### src/shared/bcc_pkg.sv
// constants and types for the chip control upper register bank
package bcc_pkg;
    localparam logic [7:0]  CHIP_CTRL_OFFSET   = 8'h40;
    localparam int          FC_UPDATE_BIT      = 15;
    localparam int          RETRY_FLAG_BIT     = 16;
    localparam int          RETRY_LIM_LSB      = 17;
    localparam int          DISCARD_DIS_BIT    = 19;
    localparam int          DISCARD_SHORT_BIT  = 20;
    localparam int          CFG_RETRY_LSB      = 21;
    localparam int          DT_ORDER_BIT       = 23;
    localparam int          COMPL_LSB          = 24;
    localparam int          ISOC_EN_BIT        = 26;
    localparam int          ISOC_TC_LSB        = 27;
    localparam int          LOOPBACK_BIT       = 30;
    localparam int          LOCKOUT_BIT        = 31;
    localparam logic [1:0]  RETRY_LIM_RESET    = 2'h0;
    localparam logic [1:0]  CFG_RETRY_RESET    = 2'h1;
    localparam logic [1:0]  COMPL_RESET        = 2'h1;
    localparam logic [2:0]  ISOC_TC_RESET      = 3'h1;
    // retry thresholds
    localparam logic [31:0] RETRY_LIM_256      = 32'h0000_0100;
    localparam logic [31:0] RETRY_LIM_64K      = 32'h0001_0000;
    localparam logic [31:0] RETRY_LIM_2G       = 32'h8000_0000;
    localparam int          SHORT_DISCARD_CLKS = 64;
    // long discard limits selected by the bridge control bits
    localparam int          DISCARD_LO_CLKS    = 1024;
    localparam int          DISCARD_HI_CLKS    = 32768;
    // timer times in microseconds, clock 100 MHz
    localparam int          CLK_MHZ            = 100;
    localparam int          CFG_T0_US          = 25;
    localparam int          CFG_T1_US          = 500;
    localparam int          CFG_T2_US          = 5000;
    localparam int          CFG_T3_US          = 25000;
    localparam int          CMP_T0_US          = 50;
    localparam int          CMP_T1_US          = 1000;
    localparam int          CMP_T2_US          = 10000;
    localparam int          CMP_T3_US          = 50000;
    localparam int          CFG_T0_CYC         = CFG_T0_US * CLK_MHZ;
    localparam int          CFG_T1_CYC         = CFG_T1_US * CLK_MHZ;
    localparam int          CFG_T2_CYC         = CFG_T2_US * CLK_MHZ;
    localparam int          CFG_T3_CYC         = CFG_T3_US * CLK_MHZ;
    localparam int          CMP_T0_CYC         = CMP_T0_US * CLK_MHZ;
    localparam int          CMP_T1_CYC         = CMP_T1_US * CLK_MHZ;
    localparam int          CMP_T2_CYC         = CMP_T2_US * CLK_MHZ;
    localparam int          CMP_T3_CYC         = CMP_T3_US * CLK_MHZ;
    typedef enum logic [2:0]
    {
        BCC_IDLE  = 3'h1,
        BCC_RUN   = 3'h2,
        BCC_DONE  = 3'h4
    } bcc_tmr_state_type;
endpackage

### src/rtl/bcc_chip_ctrl.sv
// upper bits 15 to 31 of chip control register with its timers and steering
// Overview of operation
// RULE1: credit update every two freed credits at 0, every one at 1
// RULE2: retry counter expiry sets sticky flag cleared by software write of one
// RULE3: retry limit 00 none, 01 256, 10 64K, 11 2G; reset 00
// RULE4: discard-disable bit turns off discard timer with bridge control enable
// RULE5: short bit gives 64 clocks, else forward or reverse control bit
// RULE6: config retry timer 25us, 0.5ms, 5ms, 25ms; reset code 01
// RULE7: ordering bit 0 allows out-of-order delayed transactions, 1 keeps order
// RULE8: completion timer 50us, 1ms, 10ms, 50ms; reset code 01
// RULE9: isochronous bit 0 tags traffic class 0, else programmed class
// RULE10: three-bit traffic class field resets to 001
// RULE11: loopback only with matching straps in reverse mode; read-only forward
// RULE12: lockout makes primary config get CRS forward or retry reverse
// RULE13: lockout resets to 1 when first test strap high
// RULE14: secondary host must clear lockout after configuring in non-transparent
// RULE15: retry counter restarts when pending transaction completes or changes; code restarts on txnDone, not on a change
`timescale 1ns/1ps
module bcc_chip_ctrl (
    input  wire logic        core_clk,
    input  wire logic        rst,
    input  wire logic        cfgWrite,
    input  wire logic        cfgRead,
    input  wire logic [7:0]  cfgAddr,
    input  wire logic [3:0]  cfgByteEn,
    input  wire logic [31:0] cfgWrData,
    input  wire logic        cfgFromPrimary,
    output logic [31:0]      cfgRdData,
    output logic             cfgDone,
    output logic             cfgCrsStatus,
    output logic             cfgTargetRetry,
    input  wire logic        test_strap_a,
    input  wire logic        test_strap_b,
    input  wire logic        test_strap_c,
    input  wire logic        mask_strap_input,
    input  wire logic        reverse_direction_strap,
    input  wire logic        creditFreed,
    output logic             creditUpdate,
    input  wire logic        busRetry,
    input  wire logic        txnDone,
    input  wire logic        discardEnBridge,
    input  wire logic        discardLongFwd,
    input  wire logic        discardLongRev,
    input  wire logic        discardStart,
    input  wire logic        discardStop,
    output logic             discardExpired,
    input  wire logic        cfgRetryStart,
    output logic             cfgRetryExpired,
    input  wire logic        complStart,
    output logic             complExpired,
    input  wire logic [2:0]  fwdTrafficClass,
    output logic [2:0]       txTrafficClass,
    output logic             loopbackOn,
    output logic             strictOrder
);
    typedef struct packed {
        logic [4:0]  strapMeta;
        logic [4:0]  strapSync;
        logic [1:0]  settle;
        logic        fcEvery;
        logic        retryFlag;
        logic [1:0]  retryLim;
        logic        discDis;
        logic        discShort;
        logic [1:0]  cfgRetrySel;
        logic        dtOrder;
        logic [1:0]  complSel;
        logic        isocEn;
        logic [2:0]  isocTc;
        logic        loopback;
        logic        loopOn;
        logic        lockout;
        logic        creditOdd;
        logic        creditUpd;
        logic [31:0] retryCnt;
        logic [31:0] rdData;
        logic        done;
        logic        crs;
        logic        tRetry;
        logic [2:0]  txTc;
    } bcc_ctrl_type;

    bcc_ctrl_type state_ff;
    bcc_ctrl_type nxt_state;
    logic [31:0]  regValue;
    logic         retryHit;
    logic         primaryBlocked;
    logic         regHit;

    function automatic logic [31:0] retry_limit(input logic [1:0] sel);
        case (sel)
            2'h1:    retry_limit = bcc_pkg::RETRY_LIM_256;
            2'h2:    retry_limit = bcc_pkg::RETRY_LIM_64K;
            2'h3:    retry_limit = bcc_pkg::RETRY_LIM_2G;
            default: retry_limit = 32'h0000_0000;
        endcase
    endfunction

    function automatic logic [31:0] four_way(input logic [1:0] sel,
        input int c0, input int c1, input int c2, input int c3);
        case (sel)
            2'h0:    four_way = 32'(c0);
            2'h1:    four_way = 32'(c1);
            2'h2:    four_way = 32'(c2);
            default: four_way = 32'(c3);
        endcase
    endfunction

    ////////////////////////////////////////////////////////////////////////
    // register image; low bits belong to another block and read zero
    always_comb
    begin
        regValue = 32'h0000_0000;
        regValue[bcc_pkg::FC_UPDATE_BIT]       = state_ff.fcEvery;
        regValue[bcc_pkg::RETRY_FLAG_BIT]      = state_ff.retryFlag;
        regValue[bcc_pkg::RETRY_LIM_LSB +: 2]  = state_ff.retryLim;
        regValue[bcc_pkg::DISCARD_DIS_BIT]     = state_ff.discDis;
        regValue[bcc_pkg::DISCARD_SHORT_BIT]   = state_ff.discShort;
        regValue[bcc_pkg::CFG_RETRY_LSB +: 2]  = state_ff.cfgRetrySel;
        regValue[bcc_pkg::DT_ORDER_BIT]        = state_ff.dtOrder;
        regValue[bcc_pkg::COMPL_LSB +: 2]      = state_ff.complSel;
        regValue[bcc_pkg::ISOC_EN_BIT]         = state_ff.isocEn;
        regValue[bcc_pkg::ISOC_TC_LSB +: 3]    = state_ff.isocTc;
        regValue[bcc_pkg::LOOPBACK_BIT]        = state_ff.loopback;
        regValue[bcc_pkg::LOCKOUT_BIT]         = state_ff.lockout;
    end

    assign regHit = cfgAddr == bcc_pkg::CHIP_CTRL_OFFSET;
    assign primaryBlocked = cfgFromPrimary && state_ff.lockout; // see RULE12
    assign retryHit = state_ff.retryLim != 2'h0
        && state_ff.retryCnt + 32'h1 == retry_limit(state_ff.retryLim);

    ////////////////////////////////////////////////////////////////////////
    always_comb
    begin
        nxt_state = state_ff;
        nxt_state.strapMeta = {test_strap_a, test_strap_b, test_strap_c,
                               mask_strap_input, reverse_direction_strap};
        nxt_state.strapSync = state_ff.strapMeta;
        // lockout waits until both sync flops hold post-reset strap levels
        if (state_ff.settle != 2'h3)
            nxt_state.settle = state_ff.settle + 2'h1;
        if (state_ff.settle == 2'h2)
            nxt_state.lockout = state_ff.strapSync[4]; // see RULE13

        // credit updates
        nxt_state.creditUpd = 1'b0;
        if (creditFreed)
        begin
            if (state_ff.fcEvery || state_ff.creditOdd) // see RULE1
            begin
                nxt_state.creditUpd = 1'b1;
                nxt_state.creditOdd = 1'b0;
            end
            else
                nxt_state.creditOdd = 1'b1;
        end

        // retry counting per pending transaction
        if (txnDone)
            nxt_state.retryCnt = 32'h0; // see RULE15
        else if (busRetry)
            nxt_state.retryCnt = retryHit ? 32'h0 : state_ff.retryCnt + 32'h1;

        // config access
        nxt_state.done   = 1'b0;
        nxt_state.crs    = 1'b0;
        nxt_state.tRetry = 1'b0;
        nxt_state.rdData = 32'h0000_0000;
        if ((cfgRead || cfgWrite) && primaryBlocked)
        begin
            nxt_state.done   = 1'b1;
            nxt_state.crs    = !state_ff.strapSync[0]; // see RULE12
            nxt_state.tRetry = state_ff.strapSync[0];
        end
        else if (cfgRead || cfgWrite)
        begin
            nxt_state.done = 1'b1;
            if (cfgRead && regHit)
                nxt_state.rdData = regValue;
            if (cfgWrite && regHit && cfgByteEn[1])
                nxt_state.fcEvery = cfgWrData[bcc_pkg::FC_UPDATE_BIT];
            if (cfgWrite && regHit && cfgByteEn[2])
            begin
                if (cfgWrData[bcc_pkg::RETRY_FLAG_BIT])
                    nxt_state.retryFlag = 1'b0; // see RULE2
                nxt_state.retryLim = cfgWrData[bcc_pkg::RETRY_LIM_LSB +: 2];
                nxt_state.discDis  = cfgWrData[bcc_pkg::DISCARD_DIS_BIT];
                nxt_state.discShort = cfgWrData[bcc_pkg::DISCARD_SHORT_BIT];
                nxt_state.cfgRetrySel = cfgWrData[bcc_pkg::CFG_RETRY_LSB +: 2];
                nxt_state.dtOrder  = cfgWrData[bcc_pkg::DT_ORDER_BIT];
            end
            if (cfgWrite && regHit && cfgByteEn[3])
            begin
                nxt_state.complSel = cfgWrData[bcc_pkg::COMPL_LSB +: 2];
                nxt_state.isocEn   = cfgWrData[bcc_pkg::ISOC_EN_BIT];
                nxt_state.isocTc   = cfgWrData[bcc_pkg::ISOC_TC_LSB +: 3];
                if (state_ff.strapSync[0]) // see RULE11
                    nxt_state.loopback = cfgWrData[bcc_pkg::LOOPBACK_BIT];
                nxt_state.lockout  = cfgWrData[bcc_pkg::LOCKOUT_BIT];
            end
        end
        // strap pattern: a low, b c mask reverse high
        nxt_state.loopOn = nxt_state.loopback
            && state_ff.strapSync == 5'h0F; // see RULE11
        // set wins over a clear in the same cycle
        if (busRetry && !txnDone && retryHit)
            nxt_state.retryFlag = 1'b1; // see RULE2

        nxt_state.txTc = state_ff.isocEn ? state_ff.isocTc : 3'h0; // see RULE9
    end

    ////////////////////////////////////////////////////////////////////////
    always_ff @(posedge core_clk or posedge rst)
    begin
        if (rst)
        begin
            state_ff <= '0;
            state_ff.retryLim    <= bcc_pkg::RETRY_LIM_RESET; // see RULE3
            state_ff.cfgRetrySel <= bcc_pkg::CFG_RETRY_RESET; // see RULE6
            state_ff.complSel    <= bcc_pkg::COMPL_RESET; // see RULE8
            state_ff.isocTc      <= bcc_pkg::ISOC_TC_RESET; // see RULE10
        end
        else
        begin
            state_ff <= nxt_state;
        end
    end

    ////////////////////////////////////////////////////////////////////////
    // timers
    logic [31:0] discLimit;
    logic        discRun;
    assign discLimit = state_ff.discShort ? 32'(bcc_pkg::SHORT_DISCARD_CLKS)
        : (state_ff.strapSync[0] ? discardLongRev : discardLongFwd)
        ? 32'(bcc_pkg::DISCARD_HI_CLKS) : 32'(bcc_pkg::DISCARD_LO_CLKS);
    assign discRun = discardStart && discardEnBridge
        && !state_ff.discDis; // see RULE4

    bcc_timer #(.WIDTH(32)) u_disc (
        .core_clk (core_clk),
        .rst      (rst),
        .start    (discRun),
        .stop     (discardStop),
        .limit    (discLimit), // see RULE5
        .expired  (discardExpired)
    );

    bcc_timer #(.WIDTH(32)) u_cfgr (
        .core_clk (core_clk),
        .rst      (rst),
        .start    (cfgRetryStart),
        .stop     (1'b0),
        .limit    (four_way(state_ff.cfgRetrySel, bcc_pkg::CFG_T0_CYC,
                   bcc_pkg::CFG_T1_CYC, bcc_pkg::CFG_T2_CYC,
                   bcc_pkg::CFG_T3_CYC)), // see RULE6
        .expired  (cfgRetryExpired)
    );

    bcc_timer #(.WIDTH(32)) u_cmpl (
        .core_clk (core_clk),
        .rst      (rst),
        .start    (complStart),
        .stop     (1'b0),
        .limit    (four_way(state_ff.complSel, bcc_pkg::CMP_T0_CYC,
                   bcc_pkg::CMP_T1_CYC, bcc_pkg::CMP_T2_CYC,
                   bcc_pkg::CMP_T3_CYC)), // see RULE8
        .expired  (complExpired)
    );

    assign cfgRdData      = state_ff.rdData;
    assign cfgDone        = state_ff.done;
    assign cfgCrsStatus   = state_ff.crs;
    assign cfgTargetRetry = state_ff.tRetry;
    assign creditUpdate   = state_ff.creditUpd;
    assign txTrafficClass = state_ff.txTc;
    assign loopbackOn     = state_ff.loopOn;
    assign strictOrder = state_ff.dtOrder; // see RULE7

    a_flag_sticky: assert property (@(posedge core_clk) // see RULE2
        disable iff (rst) state_ff.retryFlag && !(cfgWrite && regHit
        && cfgByteEn[2]) |=> state_ff.retryFlag) else $error("flag dropped");
    a_tc_zero: assert property (@(posedge core_clk) // see RULE9
        disable iff (rst) !state_ff.isocEn |=> txTrafficClass == 3'h0)
        else $error("traffic class not zero");
    a_lock_crs: assert property (@(posedge core_clk) // see RULE12
        disable iff (rst) cfgRead && primaryBlocked |=> cfgDone
        && (cfgCrsStatus || cfgTargetRetry)) else $error("lockout ignored");
    a_rev_retry: assert property (@(posedge core_clk) // see RULE12
        disable iff (rst) cfgRead && primaryBlocked && state_ff.strapSync[0]
        |=> cfgTargetRetry && !cfgCrsStatus) else $error("no target retry");
    a_credit_pair: assert property (@(posedge core_clk) // see RULE1
        disable iff (rst) creditFreed && state_ff.fcEvery |=> creditUpdate)
        else $error("credit update missing");
endmodule

### src/rtl/bcc_timer.sv
// one-shot cycle timer with a programmable limit
`timescale 1ns/1ps
module bcc_timer #(
    parameter int WIDTH = 32
)(
    input  wire logic             core_clk,
    input  wire logic             rst,
    input  wire logic             start,
    input  wire logic             stop,
    input  wire logic [WIDTH-1:0] limit,
    output logic                  expired
);
    if (WIDTH < 2 || WIDTH > 32)
    begin : g_width_check
        $error("bcc_timer width out of range");
    end

    typedef struct packed {
        bcc_pkg::bcc_tmr_state_type st;
        logic [WIDTH-1:0]           cnt;
        logic                       exp;
    } bcc_tmr_type;

    bcc_tmr_type state_ff;
    bcc_tmr_type nxt_state;

    always_comb
    begin
        nxt_state     = state_ff;
        nxt_state.exp = 1'b0;
        case (state_ff.st)
            bcc_pkg::BCC_IDLE:
            begin
                if (start)
                begin
                    nxt_state.st  = bcc_pkg::BCC_RUN;
                    nxt_state.cnt = '0;
                end
            end
            bcc_pkg::BCC_RUN:
            begin
                nxt_state.cnt = state_ff.cnt + 1'b1;
                if (stop)
                    nxt_state.st = bcc_pkg::BCC_IDLE;
                else if (state_ff.cnt + 1'b1 >= limit)
                begin
                    nxt_state.st  = bcc_pkg::BCC_DONE;
                    nxt_state.exp = 1'b1;
                end
            end
            bcc_pkg::BCC_DONE:
            begin
                if (!start)
                    nxt_state.st = bcc_pkg::BCC_IDLE;
            end
            default:
                nxt_state.st = bcc_pkg::BCC_IDLE;
        endcase
    end

    always_ff @(posedge core_clk or posedge rst)
    begin
        if (rst)
        begin
            state_ff.st  <= bcc_pkg::BCC_IDLE;
            state_ff.cnt <= '0;
            state_ff.exp <= 1'b0;
        end
        else
            state_ff <= nxt_state;
    end

    assign expired = state_ff.exp;

    a_expiry_after_run: assert property (@(posedge core_clk) // see RULE5
        disable iff (rst) expired |-> $past(state_ff.st) == bcc_pkg::BCC_RUN)
        else $error("timer expired without running");
endmodule

### config.mk
export PLATFORM = sky130hd
export DESIGN_NAME = bcc_chip_ctrl
export DESIGN_NICKNAME = d
export VERILOG_FILES = /design/src/shared/bcc_pkg.sv /design/src/rtl/bcc_chip_ctrl.sv /design/src/rtl/bcc_timer.sv
export SDC_FILE = /design/constraint.sdc
export NUM_CORES = 1
export LEC_CHECK = 0
export BUFFER_PORTS_ARGS = -buffer_cell sky130_fd_sc_hd__buf_4
export CAP_MARGIN = 10
export CORE_ASPECT_RATIO = 2
export CORE_UTILIZATION = 55
export CTS_BUF_LIST = sky130_fd_sc_hd__clkbuf_4 sky130_fd_sc_hd__clkbuf_8
export CTS_CLUSTER_DIAMETER = 200
export DETAILED_ROUTE_END_ITERATION = 7
export GPL_ROUTABILITY_DRIVEN = 1
export HOLD_SLACK_MARGIN = 0.1
export PLACE_DENSITY = 0.75
export SYNTH_ARGS = -nofsm -noshare
export SYNTH_HDL_FRONTEND = slang
export SYNTH_SLANG_ARGS = --single-unit
### constraint.sdc
create_clock -name core_clk -period 8.9 [get_ports core_clk]
set_clock_uncertainty 0.05 [all_clocks]
set_input_delay 1.78 -clock core_clk [delete_from_list [all_inputs] [get_ports core_clk]]
set_output_delay 1.78 -clock core_clk [all_outputs]
set_load 0.02 [all_outputs]
==> PnR_summary.wiki <==
{| class="wikitable"
! Metric !! Value
|-
| Final min period || 4.05 ns
|-
| Unrepaired setup endpoints after global routing || false
|-
| Post-detailed-route via-to-cell ratio || 6.20
|-
| Share of post-route cells with drive strength above 1 || 0.118
|-
| Met1 usage || 0.288
|-
| Buffers inserted by post-CTS timing repair || 0
|-
| WHS Path Cells || 0
|-
| Post-synthesis instance area || 0.0122 mm2
|-
| Fmax achieved || 247 MHz
|-
| Synth Area in Compound Gates || 0.161
|-
| Detailed router's first-iteration violation count || 495
|-
| Critical R2R Capture || u_disc.state_ff[34]
|-
| Pin count of the biggest net entering global routing || 96
|-
| Final layout net count || 1492
|-
| Power spent charging and discharging nets || 0.000535 W
|-
| Count of flip-flops with a built-in enable after synthesis || 0
|-
| Largest family of logic cells by synthesized area || simple AND/OR/NAND/NOR gates
|-
| Leading cell types by total area after synthesis || sky130_fd_sc_hd__dfrtp_1, sky130_fd_sc_hd__o21ai_0, sky130_fd_sc_hd__ha_1
|-
| Place WS || 4.61 ns
|-
| Clock-pin slew on the worst setup and hold paths || 0.10 ns
|-
| Fraction of power consumed by the clock network || 0.340
|-
| Area Overhead vs Synth || 6.72%
|-
| Wire length of the first global-routing pass || 48300 um
|-
| Number of search-and-repair iterations in the first detailed-routing pass || 5
|-
| Post-synth top area share || 0.388
|-
| Total GRT Usage || 0.272
|-
| Largest area contributor in the synthesized netlist || sky130_fd_sc_hd__dfrtp_1
|-
| Flop pwr share || 0.514
|-
| Worst hold-check path type || register to register
|-
| Post-synthesis share of cell area spent on and, or, nand and nor gates || 0.237
|-
| PD cells || 140 mW/mm2
|-
| Actual slew at the worst max-slew pin || 1.11 ns
|-
| Die Y-Extent || 213 um
|-
| Number of diodes added for antenna fixing || 0
|-
| Critical Path Source || u_disc.state_ff[8]
|-
| Share of power burned in combinational logic || 0.146
|-
| Synthesis-stage register bit count || 195
|-
| Final Worst Setup Slack || 4.85 ns
|-
| Final Wtd Congestion || 0.901
|-
| Data required time of the worst path || 9.26 ns
|-
| Htree depth || 4
|-
| Grt ovf || 0
|-
| Type of origin of the critical path || register
|-
| Ports || 111
|-
| Area share of fa/ha/maj cells after synthesis || 0.0503
|-
| Count of endpoints failing hold in the final timing report || 0
|-
| DR vias || 10309
|-
| Avg Inst Size Synth || 8.86 um2
|-
| Number of pins with negative max-slew slack in the final report || 0
|-
| # setup viols final || 0
|-
| Hold bufs inserted after CTS || 0
|-
| Starting utilization of the core area || 0.563
|-
| Proportion of synthesized chip area in sequential cells || 0.401
|-
| Warning count from the yosys run || 0
|-
| Predominant post-synthesis flop cell || sky130_fd_sc_hd__dfrtp_1
|-
| Nature of the critical path endpoint || register
|-
| TritonCTS clock tree || done
|-
| Post-Syn Instances || 1377
|-
| Number of sinks on the clock net || 195
|-
| Antenna viol nets, final || 0
|-
| Number of max-cap violations || 0
|-
| Number of design rule violations left after detail routing || 0
|-
| Worst setup path endpoint || u_disc.state_ff[34]
|-
| Die ar. || 0.0228 mm2
|-
| R2R depth || 14
|-
| Final HPWL from detailed placement || 21300 um
|-
| Clock insertion delay at the later pin of the skew report || 0.51 ns
|-
| Maximum buffer depth of the clock tree || 2
|-
| FF-to-FF Start || u_disc.state_ff[8]
|-
| Tcrit/Tclk final || 0.455
|-
| Number of antenna violations at the first check in global routing || 1
|-
| Remaining max-slew budget at the tightest pin || 0.256
|-
| Count of buffers from port buffering || 76
|-
| Number of unique standard cell types used by synthesis || 75
|-
| Xor-xnor portion of the synthesized cell area || 0.0632
|-
| Mux contribution to synthesized area || 0.0254
|-
| CTS Buf Count || 17
|-
| Number of inserted filler cells in the final layout || 1959
|-
| VDD IR max || 0.123 mV
|-
| Post-synthesis async set-or-reset flop share || 1.00
|-
| Vias in the first global route || 10171
|-
| Post-route setup TNS || 0 ns
|-
| Max Fanout on Critical Path || 9
|-
| Met3 Use GR || 0.0573
|-
| Most congested layer reported by global routing || met2
|-
| Result of the run || complete, no violations
|-
| Area of the core region || 0.0217 mm2
|-
| Number of cell rows || 76
|-
| Share of total power consumed by net switching || 0.295
|-
| Total internal power || 0.00128 W
|-
| Post-CTS sizing || 0
|-
| Width of the die || 107 um
|-
| Average routed wire per standard cell || 17.7 um
|-
| Leakage dissipation || 5.72 nW
|-
| Clock Tree Root || sky130_fd_sc_hd__clkbuf_8
|-
| Endpoint arrival time on the critical path || 4.41 ns
|-
| Setup slack, reg-to-reg || 4.85 ns
|-
| Classification of the worst setup path || register to register
|-
| Global Route met2 Usage || 0.493
|-
| Routed Wire Length || 29400 um
|}
## metal layers
layer / routed length, um / share of wire
met5: 13 / 0.00044
met4: 1270 / 0.043
met3: 1270 / 0.043
met2: 15700 / 0.53
met1: 11100 / 0.38
## power by group through the flow
stage	Sequential, W	Clock, W	Combinational, W
3_5_place_dp	0.000952	0	0.000266
6_report	0.000935	0.000618	0.000265
5_1_grt	0.000940	0.000664	0.000300
4_1_cts	0.000935	0.000634	0.000268
3_3_place_gp	0.000950	0	0.000261
2_1_floorplan	0.000945	0	0.000194
## through the flow
stage | instance area (um2) | utilization | hold WS [ns] | instances | power (W)
6_report | 13000 | 0.600 | 0.305 | 1662 | 0.00182
4_1_cts | 13000 | 0.600 | 0.307 | 1662 | 0.00184
3_5_place_dp | 12600 | 0.582 | 0.285 | 1630 | 0.00122
5_1_grt | 13000 | 0.600 | 0.320 | 1662 | 0.00190
3_3_place_gp | 12600 | 0.582 | 0.281 | 1630 | 0.00121
2_1_floorplan | 12300 | - | 0.281 | 1391 | 0.00114
## logic make-up after synthesis
family | count (synthesis)
buffers and inverters | 155
muxes | 29
adders and majority gates | 49
xor gates and xnor gates | 88
other | 1
and+or+nand+nor | 547
AOI/OAI and AO/OA | 313
DFF | 195
## cell usage after synthesis (18+ instances only)
| cell | count |
|---|---|
| sky130_fd_sc_hd__a21oi_1 | 41 |
| sky130_fd_sc_hd__a22o_1 | 18 |
| sky130_fd_sc_hd__a31oi_1 | 24 |
| sky130_fd_sc_hd__and2_1 | 34 |
| sky130_fd_sc_hd__and3_1 | 28 |
| sky130_fd_sc_hd__buf_4 | 38 |
| sky130_fd_sc_hd__clkbuf_1 | 70 |
| sky130_fd_sc_hd__dfrtp_1 | 189 |
| sky130_fd_sc_hd__ha_1 | 49 |
| sky130_fd_sc_hd__inv_1 | 38 |
| sky130_fd_sc_hd__nand2_1 | 131 |
| sky130_fd_sc_hd__nand3_1 | 57 |
| sky130_fd_sc_hd__nand4_1 | 56 |
| sky130_fd_sc_hd__nor2_1 | 95 |
| sky130_fd_sc_hd__nor3_1 | 37 |
| sky130_fd_sc_hd__nor4_1 | 21 |
| sky130_fd_sc_hd__o21ai_0 | 132 |
| sky130_fd_sc_hd__o31ai_1 | 30 |
| sky130_fd_sc_hd__xnor2_1 | 54 |
| sky130_fd_sc_hd__xor2_1 | 34 |
## critical path, stage by stage (launching register included)
cell and delay [ns]:
sky130_fd_sc_hd__dfrtp_1 0.51, sky130_fd_sc_hd__nand4_1 0.37, sky130_fd_sc_hd__nor4_1 0.80, sky130_fd_sc_hd__and2_1 0.29, sky130_fd_sc_hd__nand2_1 0.10, sky130_fd_sc_hd__xnor2_1 0.20, sky130_fd_sc_hd__ha_1 0.28, sky130_fd_sc_hd__nand2_1 0.13
sky130_fd_sc_hd__inv_1 0.05, sky130_fd_sc_hd__o311a_1 0.10, sky130_fd_sc_hd__a31oi_1 0.14, sky130_fd_sc_hd__o211ai_1 0.13, sky130_fd_sc_hd__nor4_1 0.30, sky130_fd_sc_hd__nand4_1 0.22, sky130_fd_sc_hd__o32ai_1 0.28
## layout by cell type, fill, tap and decap left out, types with 5 or more instances in the layout
master,count
sky130_fd_sc_hd__a21oi_1,41
sky130_fd_sc_hd__and4_1,16
sky130_fd_sc_hd__inv_1,37
sky130_fd_sc_hd__nand2_1,131
sky130_fd_sc_hd__dfstp_2,6
sky130_fd_sc_hd__nand4_1,56
sky130_fd_sc_hd__a31oi_1,24
sky130_fd_sc_hd__nor2b_1,6
sky130_fd_sc_hd__nor3_1,37
sky130_fd_sc_hd__xor2_1,34
sky130_fd_sc_hd__mux2i_1,13
sky130_fd_sc_hd__clkbuf_8,17
sky130_fd_sc_hd__xnor2_1,54
sky130_fd_sc_hd__dfrtp_1,189
sky130_fd_sc_hd__or2_2,8
sky130_fd_sc_hd__nor2_1,94
sky130_fd_sc_hd__nand3_1,57
sky130_fd_sc_hd__or3_1,14
sky130_fd_sc_hd__nand2b_1,10
sky130_fd_sc_hd__and2_1,34
sky130_fd_sc_hd__buf_4,83
sky130_fd_sc_hd__ha_1,49
sky130_fd_sc_hd__inv_6,5
sky130_fd_sc_hd__o31ai_1,30
sky130_fd_sc_hd__o21ai_0,132
sky130_fd_sc_hd__and3_1,28
sky130_fd_sc_hd__nor4_1,21
sky130_fd_sc_hd__a22o_1,18
sky130_fd_sc_hd__mux2_2,16
sky130_fd_sc_hd__a21o_1,14
sky130_fd_sc_hd__o41ai_1,9
sky130_fd_sc_hd__conb_1,15
## how the worst min path moves through the flow
| stage | start | end | slack, ns |
|---|---|---|---|
| final | nxt_state[94] | state_ff[94] | 0.31 |
| after global routing | nxt_state[92] | state_ff[92] | 0.32 |
| after global placement | nxt_state[94] | state_ff[94] | 0.28 |
| after CTS | nxt_state[94] | state_ff[94] | 0.31 |
| after detailed placement | nxt_state[94] | state_ff[94] | 0.28 |
| after floorplan | nxt_state[92] | state_ff[92] | 0.28 |
## flip-flops by register name, indices dropped and copies added, names as in the netlist, 3 cells and up
signal           cells
cfgRdData           17
state_ff            40
u_disc.state_ff     35
u_cmpl.state_ff     35
txTrafficClass       3
u_cfgr.state_ff     35
nxt_state            5
regValue            16
## final cells by class
type / count / area (um2) / area share
sequential: 195 / 4890 / 0.375
clock inverter: 12 / 154 / 0.0118
inverter: 38 / 150 / 0.0115
timing repair buffer: 83 / 623 / 0.0479
clock buffer: 20 / 256 / 0.0197
tap: 273 / 342 / 0.0262
multi-input combinational: 1041 / 6610 / 0.507
Power figures use the tool's default switching activity.
